### config.mk
export PLATFORM = sky130hd
export DESIGN_NAME = cbcd_decoder
export DESIGN_NICKNAME = d
export VERILOG_FILES = /design/src/verilog/cbcd_pkg.sv /design/src/verilog/cbcd_addr_match.sv /design/src/verilog/cbcd_decoder.sv
export SDC_FILE = /design/constraint.sdc
export NUM_CORES = 1
export LEC_CHECK = 0
export ABC_AREA = 0
export BUFFER_PORTS_ARGS = -buffer_cell sky130_fd_sc_hd__buf_2
export CORE_ASPECT_RATIO = 2
export CORE_MARGIN = 2
export CORE_UTILIZATION = 30
export DETAILED_ROUTE_END_ITERATION = 10
export HOLD_SLACK_MARGIN = 0.02
export PLACE_DENSITY = 0.66
export SKIP_LAST_GASP = 1
export SYNTH_ARGS = -nofsm -noshare
export SYNTH_HDL_FRONTEND = slang
export SYNTH_SLANG_ARGS = --single-unit
### constraint.sdc
create_clock -name clk -period 2.5 [get_ports clk]
set_input_delay 0.25 -clock clk [delete_from_list [all_inputs] [get_ports clk]]
set_output_delay 0.25 -clock clk [all_outputs]
set_load 0.03 [all_outputs]
### src/verilog/cbcd_pkg.sv
`default_nettype none
package cbcd_pkg;
   localparam logic [5:0] CMD_DRIVER_STAGE = 6'h04;
   localparam logic [5:0] CMD_IO_RESERVED  = 6'h05;
   localparam logic [5:0] CMD_SELECT       = 6'h07;
   localparam logic [5:0] CMD_IF_COND      = 6'h08;
   localparam logic [5:0] CMD_SEND_SPEC    = 6'h09;
   localparam logic [5:0] CMD_SEND_IDENT   = 6'h0a;
   localparam logic [5:0] CMD_VOLT_SWITCH  = 6'h0b;
   localparam logic [5:0] CMD_STOP         = 6'h0c;
   localparam logic [5:0] CMD_STATUS       = 6'h0d;
   localparam logic [5:0] CMD_RESERVED14   = 6'h0e;
   localparam logic [5:0] CMD_INACTIVE     = 6'h0f;
   // Argument field positions
   localparam int ADDR_MSB    = 31;
   localparam int ADDR_LSB    = 16;
   localparam int VOLT_MSB    = 11;
   localparam int VOLT_LSB    = 8;
   localparam int PATTERN_MSB = 7;
   localparam int TASK_BIT    = 15;
   // Reset value and accepted voltage code
   localparam logic [15:0] DRIVER_STAGE_RST = 16'h0404;
   localparam logic [3:0]  VOLT_SUPPORTED   = 4'h1;
   typedef enum logic [2:0] {
      CBCD_NONE, CBCD_R1, CBCD_R1B, CBCD_R2_SPEC, CBCD_R2_IDENT, CBCD_R7, CBCD_R1_TASK
   } cbcd_resp_t;
   typedef enum {
      CBCD_STANDBY, CBCD_TRANSFER, CBCD_SENDING, CBCD_PROGRAMMING, CBCD_DISCONNECT,
      CBCD_INACTIVE
   } cbcd_state_t;
endpackage
`default_nettype wire

### src/verilog/cbcd_addr_match.sv
`timescale 1ns/10ps
`default_nettype none
// Compares the address field of an argument with the card's own address
module cbcd_addr_match (
   input  wire logic [31:0] arg,     // Command argument
   input  wire logic [15:0] own_addr, // Published relative address
   output logic             hit,     // Address field equals own address
   output logic             zero     // Address field is zero
);
   // Only the address field is looked at; low bits are stuff
   assign hit  = (arg[cbcd_pkg::ADDR_MSB:cbcd_pkg::ADDR_LSB] == own_addr);
   assign zero = (arg[cbcd_pkg::ADDR_MSB:cbcd_pkg::ADDR_LSB] == 16'h0000);
endmodule
`default_nettype wire

### src/verilog/cbcd_decoder.sv
`timescale 1ns/10ps
`default_nettype none
module cbcd_decoder (
   input  wire logic        clk,               // 100 MHz clock
   input  wire logic        nrst,              // Async reset, active low
   input  wire logic        cmd_valid,         // One-cycle command strobe
   input  wire logic [5:0]  cmd_index,         // Command index
   input  wire logic [31:0] cmd_arg,           // Command argument
   input  wire logic        addr_load,         // Pulse: new address published
   input  wire logic [15:0] addr_new,          // Address published by command 3
   input  wire logic        command_queuing,   // Queuing enabled
   input  wire logic        data_active,       // Data transfer running
   input  wire logic        program_busy,      // Programming running
   output logic             resp_valid,        // One-cycle answer strobe
   output logic [2:0]       resp_kind,         // Answer type
   output logic [7:0]       resp_pattern,      // Echoed check pattern
   output logic [3:0]       resp_voltage,      // Accepted voltage field
   output logic             stop_pulse,        // Pulse: end data transfer
   output logic [15:0]      driver_stage,      // Driver-stage register
   output logic [15:0]      relative_card_address, // Own address
   output logic             low_signalling,    // 1.8V signalling selected
   output logic [2:0]       card_state,        // Current card state
   output logic             illegal_cmd        // Pulse: unsupported index
);
   logic addr_hit;
   logic addr_zero;
   cbcd_pkg::cbcd_state_t state;
   logic volt_ok;

   cbcd_addr_match u_match (
      .arg      (cmd_arg),
      .own_addr (relative_card_address),
      .hit      (addr_hit),
      .zero     (addr_zero)
   );

   // Only one supply range is accepted; any other code leaves the card silent
   assign volt_ok = (cmd_arg[cbcd_pkg::VOLT_MSB:cbcd_pkg::VOLT_LSB] == cbcd_pkg::VOLT_SUPPORTED);

   // Own address follows command 3 publication
   always_ff @(posedge clk or negedge nrst) begin
      if (!nrst) begin
         relative_card_address <= 16'h0000;
      end else if (addr_load) begin
         relative_card_address <= addr_new;
      end
   end

   // Driver-stage register; broadcast so no address check
   always_ff @(posedge clk or negedge nrst) begin
      if (!nrst) begin
         driver_stage <= cbcd_pkg::DRIVER_STAGE_RST;
      end else if (cmd_valid && cmd_index == cbcd_pkg::CMD_DRIVER_STAGE
                   && state != cbcd_pkg::CBCD_INACTIVE) begin
         driver_stage <= cmd_arg[cbcd_pkg::ADDR_MSB:cbcd_pkg::ADDR_LSB];
      end
   end

   // Signalling level; stays low until reset since the switch is one-way
   always_ff @(posedge clk or negedge nrst) begin
      if (!nrst) begin
         low_signalling <= 1'b0;
      end else if (cmd_valid && cmd_index == cbcd_pkg::CMD_VOLT_SWITCH
                   && state != cbcd_pkg::CBCD_INACTIVE) begin
         low_signalling <= 1'b1;
      end
   end

   // Card state machine
   always_ff @(posedge clk or negedge nrst) begin
      if (!nrst) begin
         state <= cbcd_pkg::CBCD_STANDBY;
      end else if (cmd_valid) begin
         case (cmd_index)
            cbcd_pkg::CMD_SELECT: begin
               case (state)
                  cbcd_pkg::CBCD_STANDBY: begin
                     if (addr_hit && !addr_zero) state <= cbcd_pkg::CBCD_TRANSFER;
                  end
                  cbcd_pkg::CBCD_TRANSFER, cbcd_pkg::CBCD_SENDING: begin
                     if (!addr_hit || addr_zero) state <= cbcd_pkg::CBCD_STANDBY;
                  end
                  cbcd_pkg::CBCD_PROGRAMMING: begin
                     if (!addr_hit || addr_zero) state <= cbcd_pkg::CBCD_DISCONNECT;
                  end
                  cbcd_pkg::CBCD_DISCONNECT: begin
                     if (addr_hit && !addr_zero) state <= cbcd_pkg::CBCD_PROGRAMMING;
                  end
                  default: state <= state;
               endcase
            end
            cbcd_pkg::CMD_STOP: begin
               if (state == cbcd_pkg::CBCD_SENDING) state <= cbcd_pkg::CBCD_TRANSFER;
            end
            cbcd_pkg::CMD_INACTIVE: begin
               if (addr_hit) state <= cbcd_pkg::CBCD_INACTIVE;
            end
            default: state <= state;
         endcase
      end else begin
         // Track data and programming activity reported by the data path
         case (state)
            cbcd_pkg::CBCD_TRANSFER: begin
               if (data_active) state <= cbcd_pkg::CBCD_SENDING;
               else if (program_busy) state <= cbcd_pkg::CBCD_PROGRAMMING;
            end
            cbcd_pkg::CBCD_SENDING: begin
               if (!data_active) state <= cbcd_pkg::CBCD_TRANSFER;
            end
            cbcd_pkg::CBCD_PROGRAMMING: begin
               if (!program_busy) state <= cbcd_pkg::CBCD_TRANSFER;
            end
            cbcd_pkg::CBCD_DISCONNECT: begin
               if (!program_busy) state <= cbcd_pkg::CBCD_STANDBY;
            end
            default: state <= state;
         endcase
      end
   end

   // Published state lags the internal state by one cycle so it comes from a flop
   always_ff @(posedge clk or negedge nrst) begin
      if (!nrst) begin
         card_state <= 3'h0;
      end else begin
         card_state <= 3'(state);
      end
   end

   // Answer selection; inactive cards stay silent
   always_ff @(posedge clk or negedge nrst) begin
      if (!nrst) begin
         resp_valid   <= 1'b0;
         resp_kind    <= 3'h0;
         resp_pattern <= 8'h00;
         resp_voltage <= 4'h0;
      end else begin
         resp_valid <= 1'b0;
         resp_kind  <= cbcd_pkg::CBCD_NONE;
         if (cmd_valid && state != cbcd_pkg::CBCD_INACTIVE) begin
            case (cmd_index)
               cbcd_pkg::CMD_SELECT: begin
                  // Only the card that ends up selected answers, with busy
                  if (addr_hit && !addr_zero) begin
                     resp_valid <= 1'b1;
                     resp_kind  <= cbcd_pkg::CBCD_R1B;
                  end
               end
               cbcd_pkg::CMD_IF_COND: begin
                  // Unsupported voltage: card stays silent
                  if (volt_ok) begin
                     resp_valid   <= 1'b1;
                     resp_kind    <= cbcd_pkg::CBCD_R7;
                     resp_pattern <= cmd_arg[cbcd_pkg::PATTERN_MSB:0];
                     resp_voltage <= cmd_arg[cbcd_pkg::VOLT_MSB:cbcd_pkg::VOLT_LSB];
                  end
               end
               cbcd_pkg::CMD_SEND_SPEC: begin
                  if (addr_hit) begin
                     resp_valid <= 1'b1;
                     resp_kind  <= cbcd_pkg::CBCD_R2_SPEC;
                  end
               end
               cbcd_pkg::CMD_SEND_IDENT: begin
                  if (addr_hit) begin
                     resp_valid <= 1'b1;
                     resp_kind  <= cbcd_pkg::CBCD_R2_IDENT;
                  end
               end
               cbcd_pkg::CMD_VOLT_SWITCH: begin
                  resp_valid <= 1'b1;
                  resp_kind  <= cbcd_pkg::CBCD_R1;
               end
               cbcd_pkg::CMD_STOP: begin
                  resp_valid <= 1'b1;
                  resp_kind  <= cbcd_pkg::CBCD_R1B;
               end
               cbcd_pkg::CMD_STATUS: begin
                  if (addr_hit) begin
                     resp_valid <= 1'b1;
                     if (command_queuing && cmd_arg[cbcd_pkg::TASK_BIT])
                        resp_kind <= cbcd_pkg::CBCD_R1_TASK;
                     else
                        resp_kind <= cbcd_pkg::CBCD_R1;
                  end
               end
               default: resp_valid <= 1'b0;
            endcase
         end
      end
   end

   // Stop request towards the data path
   always_ff @(posedge clk or negedge nrst) begin
      if (!nrst) begin
         stop_pulse <= 1'b0;
      end else begin
         stop_pulse <= cmd_valid && cmd_index == cbcd_pkg::CMD_STOP
                       && state != cbcd_pkg::CBCD_INACTIVE;
      end
   end

   // Unsupported index flag, no other effect
   always_ff @(posedge clk or negedge nrst) begin
      if (!nrst) begin
         illegal_cmd <= 1'b0;
      end else begin
         illegal_cmd <= cmd_valid && (cmd_index == cbcd_pkg::CMD_IO_RESERVED
                        || cmd_index == cbcd_pkg::CMD_RESERVED14);
      end
   end

   AST_DRV_LOAD: assert property (@(posedge clk) disable iff (!nrst)
      (cmd_valid && cmd_index == cbcd_pkg::CMD_DRIVER_STAGE && state != cbcd_pkg::CBCD_INACTIVE)
      |=> (driver_stage == $past(cmd_arg[31:16])) && !resp_valid)
      else $error("driver stage not loaded or answered");
   AST_SELECT: assert property (@(posedge clk) disable iff (!nrst)
      (cmd_valid && cmd_index == cbcd_pkg::CMD_SELECT && state == cbcd_pkg::CBCD_STANDBY
       && addr_hit && !addr_zero) |=> state == cbcd_pkg::CBCD_TRANSFER)
      else $error("select did not reach transfer");
   AST_DESELECT: assert property (@(posedge clk) disable iff (!nrst)
      (cmd_valid && cmd_index == cbcd_pkg::CMD_SELECT && state == cbcd_pkg::CBCD_TRANSFER
       && addr_zero) |=> state == cbcd_pkg::CBCD_STANDBY)
      else $error("zero address did not deselect");
   AST_IFCOND: assert property (@(posedge clk) disable iff (!nrst)
      (cmd_valid && cmd_index == cbcd_pkg::CMD_IF_COND && volt_ok
       && state != cbcd_pkg::CBCD_INACTIVE)
      |=> resp_valid && resp_pattern == $past(cmd_arg[7:0]))
      else $error("check pattern not echoed");
   AST_SPEC: assert property (@(posedge clk) disable iff (!nrst)
      (cmd_valid && cmd_index == cbcd_pkg::CMD_SEND_SPEC && addr_hit
       && state != cbcd_pkg::CBCD_INACTIVE) |=> resp_kind == cbcd_pkg::CBCD_R2_SPEC)
      else $error("specific data not answered");
   AST_VOLT: assert property (@(posedge clk) disable iff (!nrst)
      (cmd_valid && cmd_index == cbcd_pkg::CMD_VOLT_SWITCH && state != cbcd_pkg::CBCD_INACTIVE)
      |=> low_signalling && resp_kind == cbcd_pkg::CBCD_R1)
      else $error("voltage switch failed");
   AST_TASK: assert property (@(posedge clk) disable iff (!nrst)
      (cmd_valid && cmd_index == cbcd_pkg::CMD_STATUS && addr_hit && !command_queuing
       && state != cbcd_pkg::CBCD_INACTIVE) |=> resp_kind == cbcd_pkg::CBCD_R1)
      else $error("status kind wrong with queuing off");
   AST_INACTIVE: assert property (@(posedge clk) disable iff (!nrst)
      (cmd_valid && cmd_index == cbcd_pkg::CMD_INACTIVE && addr_hit)
      |=> state == cbcd_pkg::CBCD_INACTIVE && !resp_valid ##1 $stable(state))
      else $error("deactivate failed");
   AST_RESERVED: assert property (@(posedge clk) disable iff (!nrst)
      (cmd_valid && cmd_index == cbcd_pkg::CMD_RESERVED14) |=> illegal_cmd && !resp_valid)
      else $error("reserved index answered");

   // Select toggling and address publication
   AST_DISCONNECT: assert property (@(posedge clk) disable iff (!nrst)
      (cmd_valid && cmd_index == cbcd_pkg::CMD_SELECT && state == cbcd_pkg::CBCD_PROGRAMMING
       && !addr_hit) |=> state == cbcd_pkg::CBCD_DISCONNECT)
      else $error("deselect in programming did not disconnect");
   AST_RESELECT: assert property (@(posedge clk) disable iff (!nrst)
      (cmd_valid && cmd_index == cbcd_pkg::CMD_SELECT && state == cbcd_pkg::CBCD_DISCONNECT
       && addr_hit && !addr_zero) |=> state == cbcd_pkg::CBCD_PROGRAMMING
      && resp_valid && resp_kind == cbcd_pkg::CBCD_R1B)
      else $error("reselect did not resume programming");
   AST_OTHER_ADDR: assert property (@(posedge clk) disable iff (!nrst)
      (cmd_valid && cmd_index == cbcd_pkg::CMD_SELECT && state == cbcd_pkg::CBCD_TRANSFER
       && !addr_hit) |=> state == cbcd_pkg::CBCD_STANDBY && !resp_valid)
      else $error("other address did not deselect silently");
   AST_ADDR_LOAD: assert property (@(posedge clk) disable iff (!nrst)
      addr_load |=> relative_card_address == $past(addr_new))
      else $error("published address not taken");

   // Answers and silences of the voltage check and the addressed commands
   AST_IFCOND_MISS: assert property (@(posedge clk) disable iff (!nrst)
      (cmd_valid && cmd_index == cbcd_pkg::CMD_IF_COND && !volt_ok) |=> !resp_valid)
      else $error("unsupported voltage answered");
   AST_IDENT: assert property (@(posedge clk) disable iff (!nrst)
      (cmd_valid && cmd_index == cbcd_pkg::CMD_SEND_IDENT && addr_hit
       && state != cbcd_pkg::CBCD_INACTIVE) |=> resp_valid && resp_kind == cbcd_pkg::CBCD_R2_IDENT)
      else $error("identification not answered");
   AST_IDENT_MISS: assert property (@(posedge clk) disable iff (!nrst)
      (cmd_valid && cmd_index == cbcd_pkg::CMD_SEND_IDENT && !addr_hit) |=> !resp_valid)
      else $error("identification answered for another address");
   AST_TASK_ON: assert property (@(posedge clk) disable iff (!nrst)
      (cmd_valid && cmd_index == cbcd_pkg::CMD_STATUS && addr_hit && command_queuing
       && cmd_arg[cbcd_pkg::TASK_BIT] && state != cbcd_pkg::CBCD_INACTIVE)
      |=> resp_valid && resp_kind == cbcd_pkg::CBCD_R1_TASK)
      else $error("task status not answered");
   AST_STATUS_ON: assert property (@(posedge clk) disable iff (!nrst)
      (cmd_valid && cmd_index == cbcd_pkg::CMD_STATUS && addr_hit && command_queuing
       && !cmd_arg[cbcd_pkg::TASK_BIT] && state != cbcd_pkg::CBCD_INACTIVE)
      |=> resp_valid && resp_kind == cbcd_pkg::CBCD_R1)
      else $error("plain status not answered with queuing on");

   // Stop, reserved indices and the inactive card
   AST_STOP: assert property (@(posedge clk) disable iff (!nrst)
      (cmd_valid && cmd_index == cbcd_pkg::CMD_STOP && state != cbcd_pkg::CBCD_INACTIVE)
      |=> stop_pulse && resp_valid && resp_kind == cbcd_pkg::CBCD_R1B)
      else $error("stop not answered with busy");
   AST_STOP_STATE: assert property (@(posedge clk) disable iff (!nrst)
      (cmd_valid && cmd_index == cbcd_pkg::CMD_STOP
       && (state == cbcd_pkg::CBCD_SENDING || state == cbcd_pkg::CBCD_TRANSFER))
      |=> state == cbcd_pkg::CBCD_TRANSFER)
      else $error("stop did not end the transfer");
   AST_RES5: assert property (@(posedge clk) disable iff (!nrst)
      (cmd_valid && cmd_index == cbcd_pkg::CMD_IO_RESERVED)
      |=> illegal_cmd && !resp_valid && $stable(state))
      else $error("reserved index changed the card");
   AST_SILENT: assert property (@(posedge clk) disable iff (!nrst)
      (cmd_valid && state == cbcd_pkg::CBCD_INACTIVE) |=> !resp_valid && !stop_pulse)
      else $error("inactive card answered");
endmodule
`default_nettype wire

==> out/metrics.cfg, run 1 <==
[clock_network]
cts_tree = done
ctsResizeCount = 0
clock_path_buffers = 2
postCtsSetupBuffers = 0
cts.sinks = 57
cts_root_buf = clkbuf_16
cts_inserted_buffers = 9
clk_latency_ns = 0.32
hold_buffers = 0
clk_pin_slew_worst_paths_ns = 0.05
htreeDepth = 3

[cells_and_area]
num_antenna_cells = 0
fin_cells = 449
finalNetCount = 404
area_delta_synth_final_pct = 35.2
drive_gt1_share_pct = 51.3

[outcome]
status = finished, final reports clean

[route]
wl_met2_um = 4070
ant_nets = 0
met1Wirelength_um = 2330
detail_route.wirelength_um = 7040
viasPerCell = 4.84
drtPass1Iterations = 4
drtIter0Drc = 65
top_layer = met4
drc = 0
vias = 2171
wl_per_cell_um = 15.7
wl_met3_um = 349

[yosys]
syn_area_per_cell_um2 = 12.0
synthesis.instances = 226
syn_nets = 287
synth_warnings = 0
ys_top_cells_by_area = dfrtp_1 (51%), mux2_2 (15%), xor2_1 (5.2%), mux2_1 (3.3%), nand2_1 (2.4%)
synthDominantCellAreaShare_pct = 50.8
synth_edf_count = 0
synth.cell_area_um2 = 2710
synth-main-ff-cell = dfrtp_1
ys_top_cells_by_count = dfrtp_1 (55), mux2_2 (35), nand2_1 (17)
ys_types = 43
synth.largest_area_cell = dfrtp_1
synth_most_common_cell = dfrtp_1
synth_seq_area_share_pct = 52.7
async_flop_share_pct = 100
synth_seq_cells = 57

[hold_path]
hp-class = primary input to asynchronous set/reset pin

[placed_design]
gp_congestion = 0.832
hpwl_um = 5590
port_buffers = 111
dp_cells = 434

[floorplan]
die_x_um = 71.2
core_um2 = 8890
start_util_pct = 30.5
die_area_um2 = 9850
fp.dieH_um = 138
placementRows = 49
ios = 115

[pwr]
power.density_nw_per_um2 = 834
ir_drop_uv = 349
p_leak_nw = 1.86

[setup_path]
startpoint_type = flop
critical_path_required_ns = 2.70
path_class = flop to flop
crit_fanout = 4
cp-end-kind = flop
worst_ep_arrival_time_ns = 2.55

[global_route]
grt_pass1_vias = 2264
grt_antenna_before_repair = 0
grt_first_pass_wirelength_um = 11000
grt_overflow = 0
grt_max_degree = 42
globalRouteTotalUtil_pct = 14.7

[sta]
slew_headroom_pct = 39.2
min_period_ns = 2.35
rsz0062_at_grt = no
min_period_over_period_pct = 94.2
maxSlewViolCount = 0
finalSetupViolations = 0
fin_skew_ns = 0.00789
finalHoldViolations = 0
fin_setup_tns_ns = 0
worst_slew_pin_slew_ns = 0.912
max_freq_ghz = 0.425

[flow_run]
maxCapViolCount = 0

-- per-stage QoR --
step / utilization (%) / hold WS (ns) / power [mW] / setup WS [ns] / area (um^2)
2_1_floorplan: - / -0.0456 / 1.69 / 0.241 / 2710
3_3_place_gp: 38.0 / 0.427 / 1.94 / 0.148 / 3380
3_5_place_dp: 38.0 / 0.438 / 1.95 / 0.135 / 3380
4_1_cts: 41.2 / 0.0860 / 3.10 / 0.129 / 3660
5_1_grt: 41.2 / 0.125 / 3.21 / 0.0395 / 3660
6_report: 41.2 / 0.0541 / 3.05 / 0.146 / 3660
-- cells in the final DEF, fill, tap and decap left out, types with 5 or more instances in the layout --
cell type	count
a21oi_1	7
buf_2	111
buf_4	5
clkbuf_16	9
dfrtp_1	55
mux2_1	8
mux2_2	35
nand2_1	17
nor2_1	14
nor2b_1	5
nor4_1	5
o21ai_0	6
xor2_1	16
-- critical path, cell delays in order (launching register included) --
cell and delay [ns]:
dfrtp_1 0.40, xor2_1 0.18, nor4_2 0.33, nand4_2 0.24
a221o_1 0.40, and2_4 0.17, a211oi_2 0.17, mux2_1 0.34
-- where the power goes --
group	switching, mW	total [mW]	internal, mW
clock	0.384	1.12	0.737
combinational	0.471	0.757	0.286
sequential	0.119	1.18	1.06
-- layout make-up --
| class | instances | area (um^2) |
|---|---|---|
| fill | 882 | 5230 |
| sequential | 57 | 1430 |
| multi-input combinational | 157 | 1220 |
| timing repair buffer | 116 | 593 |
| clock buffer | 12 | 267 |
| tap | 102 | 128 |
| clock inverter | 3 | 15.0 |
| inverter | 2 | 7.51 |
-- cells by family (layout without fill, tap and decap cells) --
| group | Yosys count | in the layout | share of synthesized area, % |
|---|---|---|---|
| xor gates and xnor gates | 16 | 16 | 5.17 |
| DFF | 57 | 57 | 52.7 |
| muxes | 43 | 43 | 17.9 |
| and+or+nand+nor | 72 | 72 | 15.6 |
| AOI/OAI and AO/OA | 26 | 26 | 6.51 |
| buffers and inverters | 12 | 133 | 2.12 |
-- flip-flops by register name (all words and copies together) (netlist names) --
signal and flops:
state 3, low_signalling 1, card_state 3, relative_card_address 16
illegal_cmd 1, resp_kind 3, driver_stage 16, resp_valid 1
resp_pattern 8, stop_pulse 1, resp_voltage 4
-- worst paths after layout --
check,startpoint,to,slack [ns],cells past startpoint
max,relative_card_address[9]$_DFFE_PN0P_,state[1]$_DFFE_PN0P_,0.15,7
min,nrst,illegal_cmd$_DFF_PN0_,0.05,1
max reg2reg,relative_card_address[9]$_DFFE_PN0P_,state[1]$_DFFE_PN0P_,0.15,7
min reg2reg,resp_voltage[0]$_DFFE_PN0P_,resp_voltage[0]$_DFFE_PN0P_,0.46,1
max in group asynchronous,nrst,resp_voltage[0]$_DFFE_PN0P_,1.68,2
min in group clk,addr_new[8],relative_card_address[8]$_DFFE_PN0P_,0.16,2
-- metal layers --
metal / GRT usage, % / vias to the layer above
li1: - / 1040
met3: 3.57 / 21
met2: 28.0 / 74
met4: 9.24 / 0
met1: 13.1 / 1036
met5: 0 / -
(Power assumes the default switching activity.)
==> run 2: changes to the inputs <==
--- a/config.mk
+++ b/config.mk
@@ -10,10 +10,10 @@
 export CORE_ASPECT_RATIO = 2
 export CORE_MARGIN = 2
 export CORE_UTILIZATION = 30
+export CTS_BUF_LIST = sky130_fd_sc_hd__clkbuf_16
 export DETAILED_ROUTE_END_ITERATION = 10
 export HOLD_SLACK_MARGIN = 0.02
 export PLACE_DENSITY = 0.66
-export SKIP_LAST_GASP = 1
 export SYNTH_ARGS = -nofsm -noshare
 export SYNTH_HDL_FRONTEND = slang
 export SYNTH_SLANG_ARGS = --single-unit
==> out/metrics.cfg, run 2 (synthesized netlist as in run 1, its figures left out) <==
[global_route]
grt_first_pass_wirelength_um = 10900  ; -0.32%
grt_max_degree = 42  ; unchanged
grt_antenna_before_repair = 0  ; unchanged
grt_pass1_vias = 2258  ; -0.27%
globalRouteTotalUtil_pct = 14.7  ; -0.044 points
grt_overflow = 0  ; unchanged

[setup_path]
rrSetupSlack_ns = 0.15  ; about the same
critical_path.top_delay_family = simple AND/OR/NAND/NOR gates
cpPeakStageDelay_ns = 0.40  ; about the same
cp-end-kind = flop
crit_chain = xor2_1, nor4_2, nand4_2, a221o_1, and2_4, a211oi_2, mux2_1
worst_ep_arrival_time_ns = 2.55  ; about the same
path_class = flop to flop
cpMaxStageDelayCell = dfrtp_1
startpoint_type = flop
cp_num_buf_inv = 0  ; unchanged
critical_path_required_ns = 2.70  ; about the same
crit_fanout = 4  ; unchanged

[sta]
max_freq_ghz = 0.425  ; about the same
rsz0062_at_grt = no
worst_slew_pin_slew_ns = 0.912  ; +0.000566 ns
slew_headroom_pct = 39.2  ; about the same
holdWs_ns = 0.0564  ; +0.00226 ns
maxSlewViolCount = 0  ; unchanged
finalHoldViolations = 0  ; unchanged
min_period_ns = 2.35  ; -0.000203 ns
fin_skew_ns = 0.00736  ; -0.000529 ns
worst_slack_ns = 0.146  ; +0.000203 ns
fin_setup_tns_ns = 0  ; unchanged
min_period_over_period_pct = 94.2  ; about the same
finalSetupViolations = 0  ; unchanged

[clock_network]
clk_latency_ns = 0.32  ; about the same
cts.sinks = 57  ; unchanged
cts_tree = done
clk_pin_slew_worst_paths_ns = 0.05  ; about the same
postCtsSetupBuffers = 0  ; unchanged
cts_inserted_buffers = 9  ; unchanged
clock_path_buffers = 2  ; unchanged
hold_buffers = 0  ; unchanged
ctsResizeCount = 0  ; unchanged
cts_root_buf = clkbuf_16
htreeDepth = 3  ; unchanged

[route]
drc = 0  ; unchanged
wl_per_cell_um = 15.6  ; -0.67%
viasPerCell = 4.82  ; -0.37%
vias = 2163  ; -0.37%
drtIter0Drc = 61  ; -6.2%
detail_route.wirelength_um = 6990  ; -0.67%
drtPass1Iterations = 4  ; unchanged
ant_nets = 0  ; unchanged

[cells_and_area]
num_antenna_cells = 0  ; unchanged
fin_cells = 449  ; unchanged
final_common_cell = buf_2
post-route-cell-area_um2 = 3630  ; -0.82%
top_regs = driver_stage x16, relative_card_address x16, resp_pattern x8
finalNetCount = 404  ; unchanged
drive_gt1_share_pct = 50.4  ; -0.86 points
most-common-layout-cells = buf_2 (111), dfrtp_1 (55), mux2_2 (35)
area_delta_synth_final_pct = 34.0

[pwr]
p_sw_uw = 967  ; -0.70%
ir_drop_uv = 346  ; -1.0%
power.density_nw_per_um2 = 814  ; -2.5%
p_seq_share_pct = 39.8  ; +1.3 points
pwr-share-comb_pct = 25.6  ; +0.8 points
pwr-share-clk_pct = 34.6  ; -2.1 points
switching_share_pct = 32.7  ; +0.84 points
p_int_mw = 1.99  ; -4.5%
p_leak_nw = 1.85  ; -0.90%

[placed_design]
post_dp_cell_area_um2 = 3380  ; unchanged
gp_congestion = 0.832  ; unchanged
port_buffers = 111  ; unchanged
dp_cells = 434  ; unchanged
hpwl_um = 5590  ; unchanged
dp_slack_ns = 0.135  ; unchanged

[floorplan]
placementRows = 49  ; unchanged
die_area_um2 = 9850  ; unchanged
fp.dieH_um = 138  ; unchanged
ios = 115  ; unchanged
die_x_um = 71.2  ; unchanged
start_util_pct = 30.5  ; unchanged
core_um2 = 8890  ; unchanged

[flow_run]
maxCapViolCount = 0  ; unchanged

[outcome]
status = finished, final reports clean

[hold_path]
hp-class = primary input to asynchronous set/reset pin

run 2: cell count changes in the layout (fill, tap and decap cells not counted):
cell      delta
clkinv_1     +3
clkbuf_8     -3
run 2: metal layers:
metal,wire [um],up-vias,global-route usage (%)
met1,2330,1035,13.1
met2,4080,71,27.9
li1,-,1039,-
met4,260,0,9.24
met3,315,18,3.57
met5,0,-,0
run 2: worst register-to-register path: cells and delay by family, from the launching register on:
family	cells	cell delay, ns
AND/OR/NAND/NOR	3	0.74
flip-flops	1	0.40
multiplexers	1	0.34
AO/OA/AOI/OAI	2	0.58
XOR/XNOR	1	0.18
run 2: path summary, 6_finish.rpt:
path                                                 startpoint                                    end  depth (start not counted)
setup / recovery           relative_card_address[9]$_DFFE_PN0P_                   state[1]$_DFFE_PN0P_                          7
hold / removal                                             nrst                  illegal_cmd$_DFF_PN0_                          1
setup reg to reg           relative_card_address[9]$_DFFE_PN0P_                   state[1]$_DFFE_PN0P_                          7
hold reg to reg                     resp_voltage[0]$_DFFE_PN0P_            resp_voltage[0]$_DFFE_PN0P_                          1
max in group asynchronous                                  nrst            resp_voltage[0]$_DFFE_PN0P_                          2
min in group clk                                   addr_new[11]  relative_card_address[11]$_DFFE_PN0P_                          2
run 2: power groups by stage:
stage               Combinational (mW)  Sequential, mW  Clock, mW
finish                           0.757            1.17       1.02
floorplan                        0.335            1.36          0
detailed placement               0.765            1.19          0
global placement                 0.756            1.18          0
CTS                              0.766            1.17       1.06
global route                     0.815            1.20       1.10
run 2: per-stage QoR:
step	util, %	total power, mW
finish	40.8	2.95
global route	40.8	3.11
CTS	40.8	3.00
detailed placement	38.0	1.95
global placement	38.0	1.94
floorplan	-	1.69
run 2: layout make-up:
| cell class | instances | area, um^2 |
|---|---|---|
| clock inverters | 6 | 26.3 |
| clock buffers | 9 | 225 |
| inverters | 2 | 7.51 |
| fillers | 886 | 5260 |
| well taps | 102 | 128 |
| repair buffers | 116 | 593 |
| flip-flops and latches | 57 | 1430 |
| multi-input cells | 157 | 1220 |
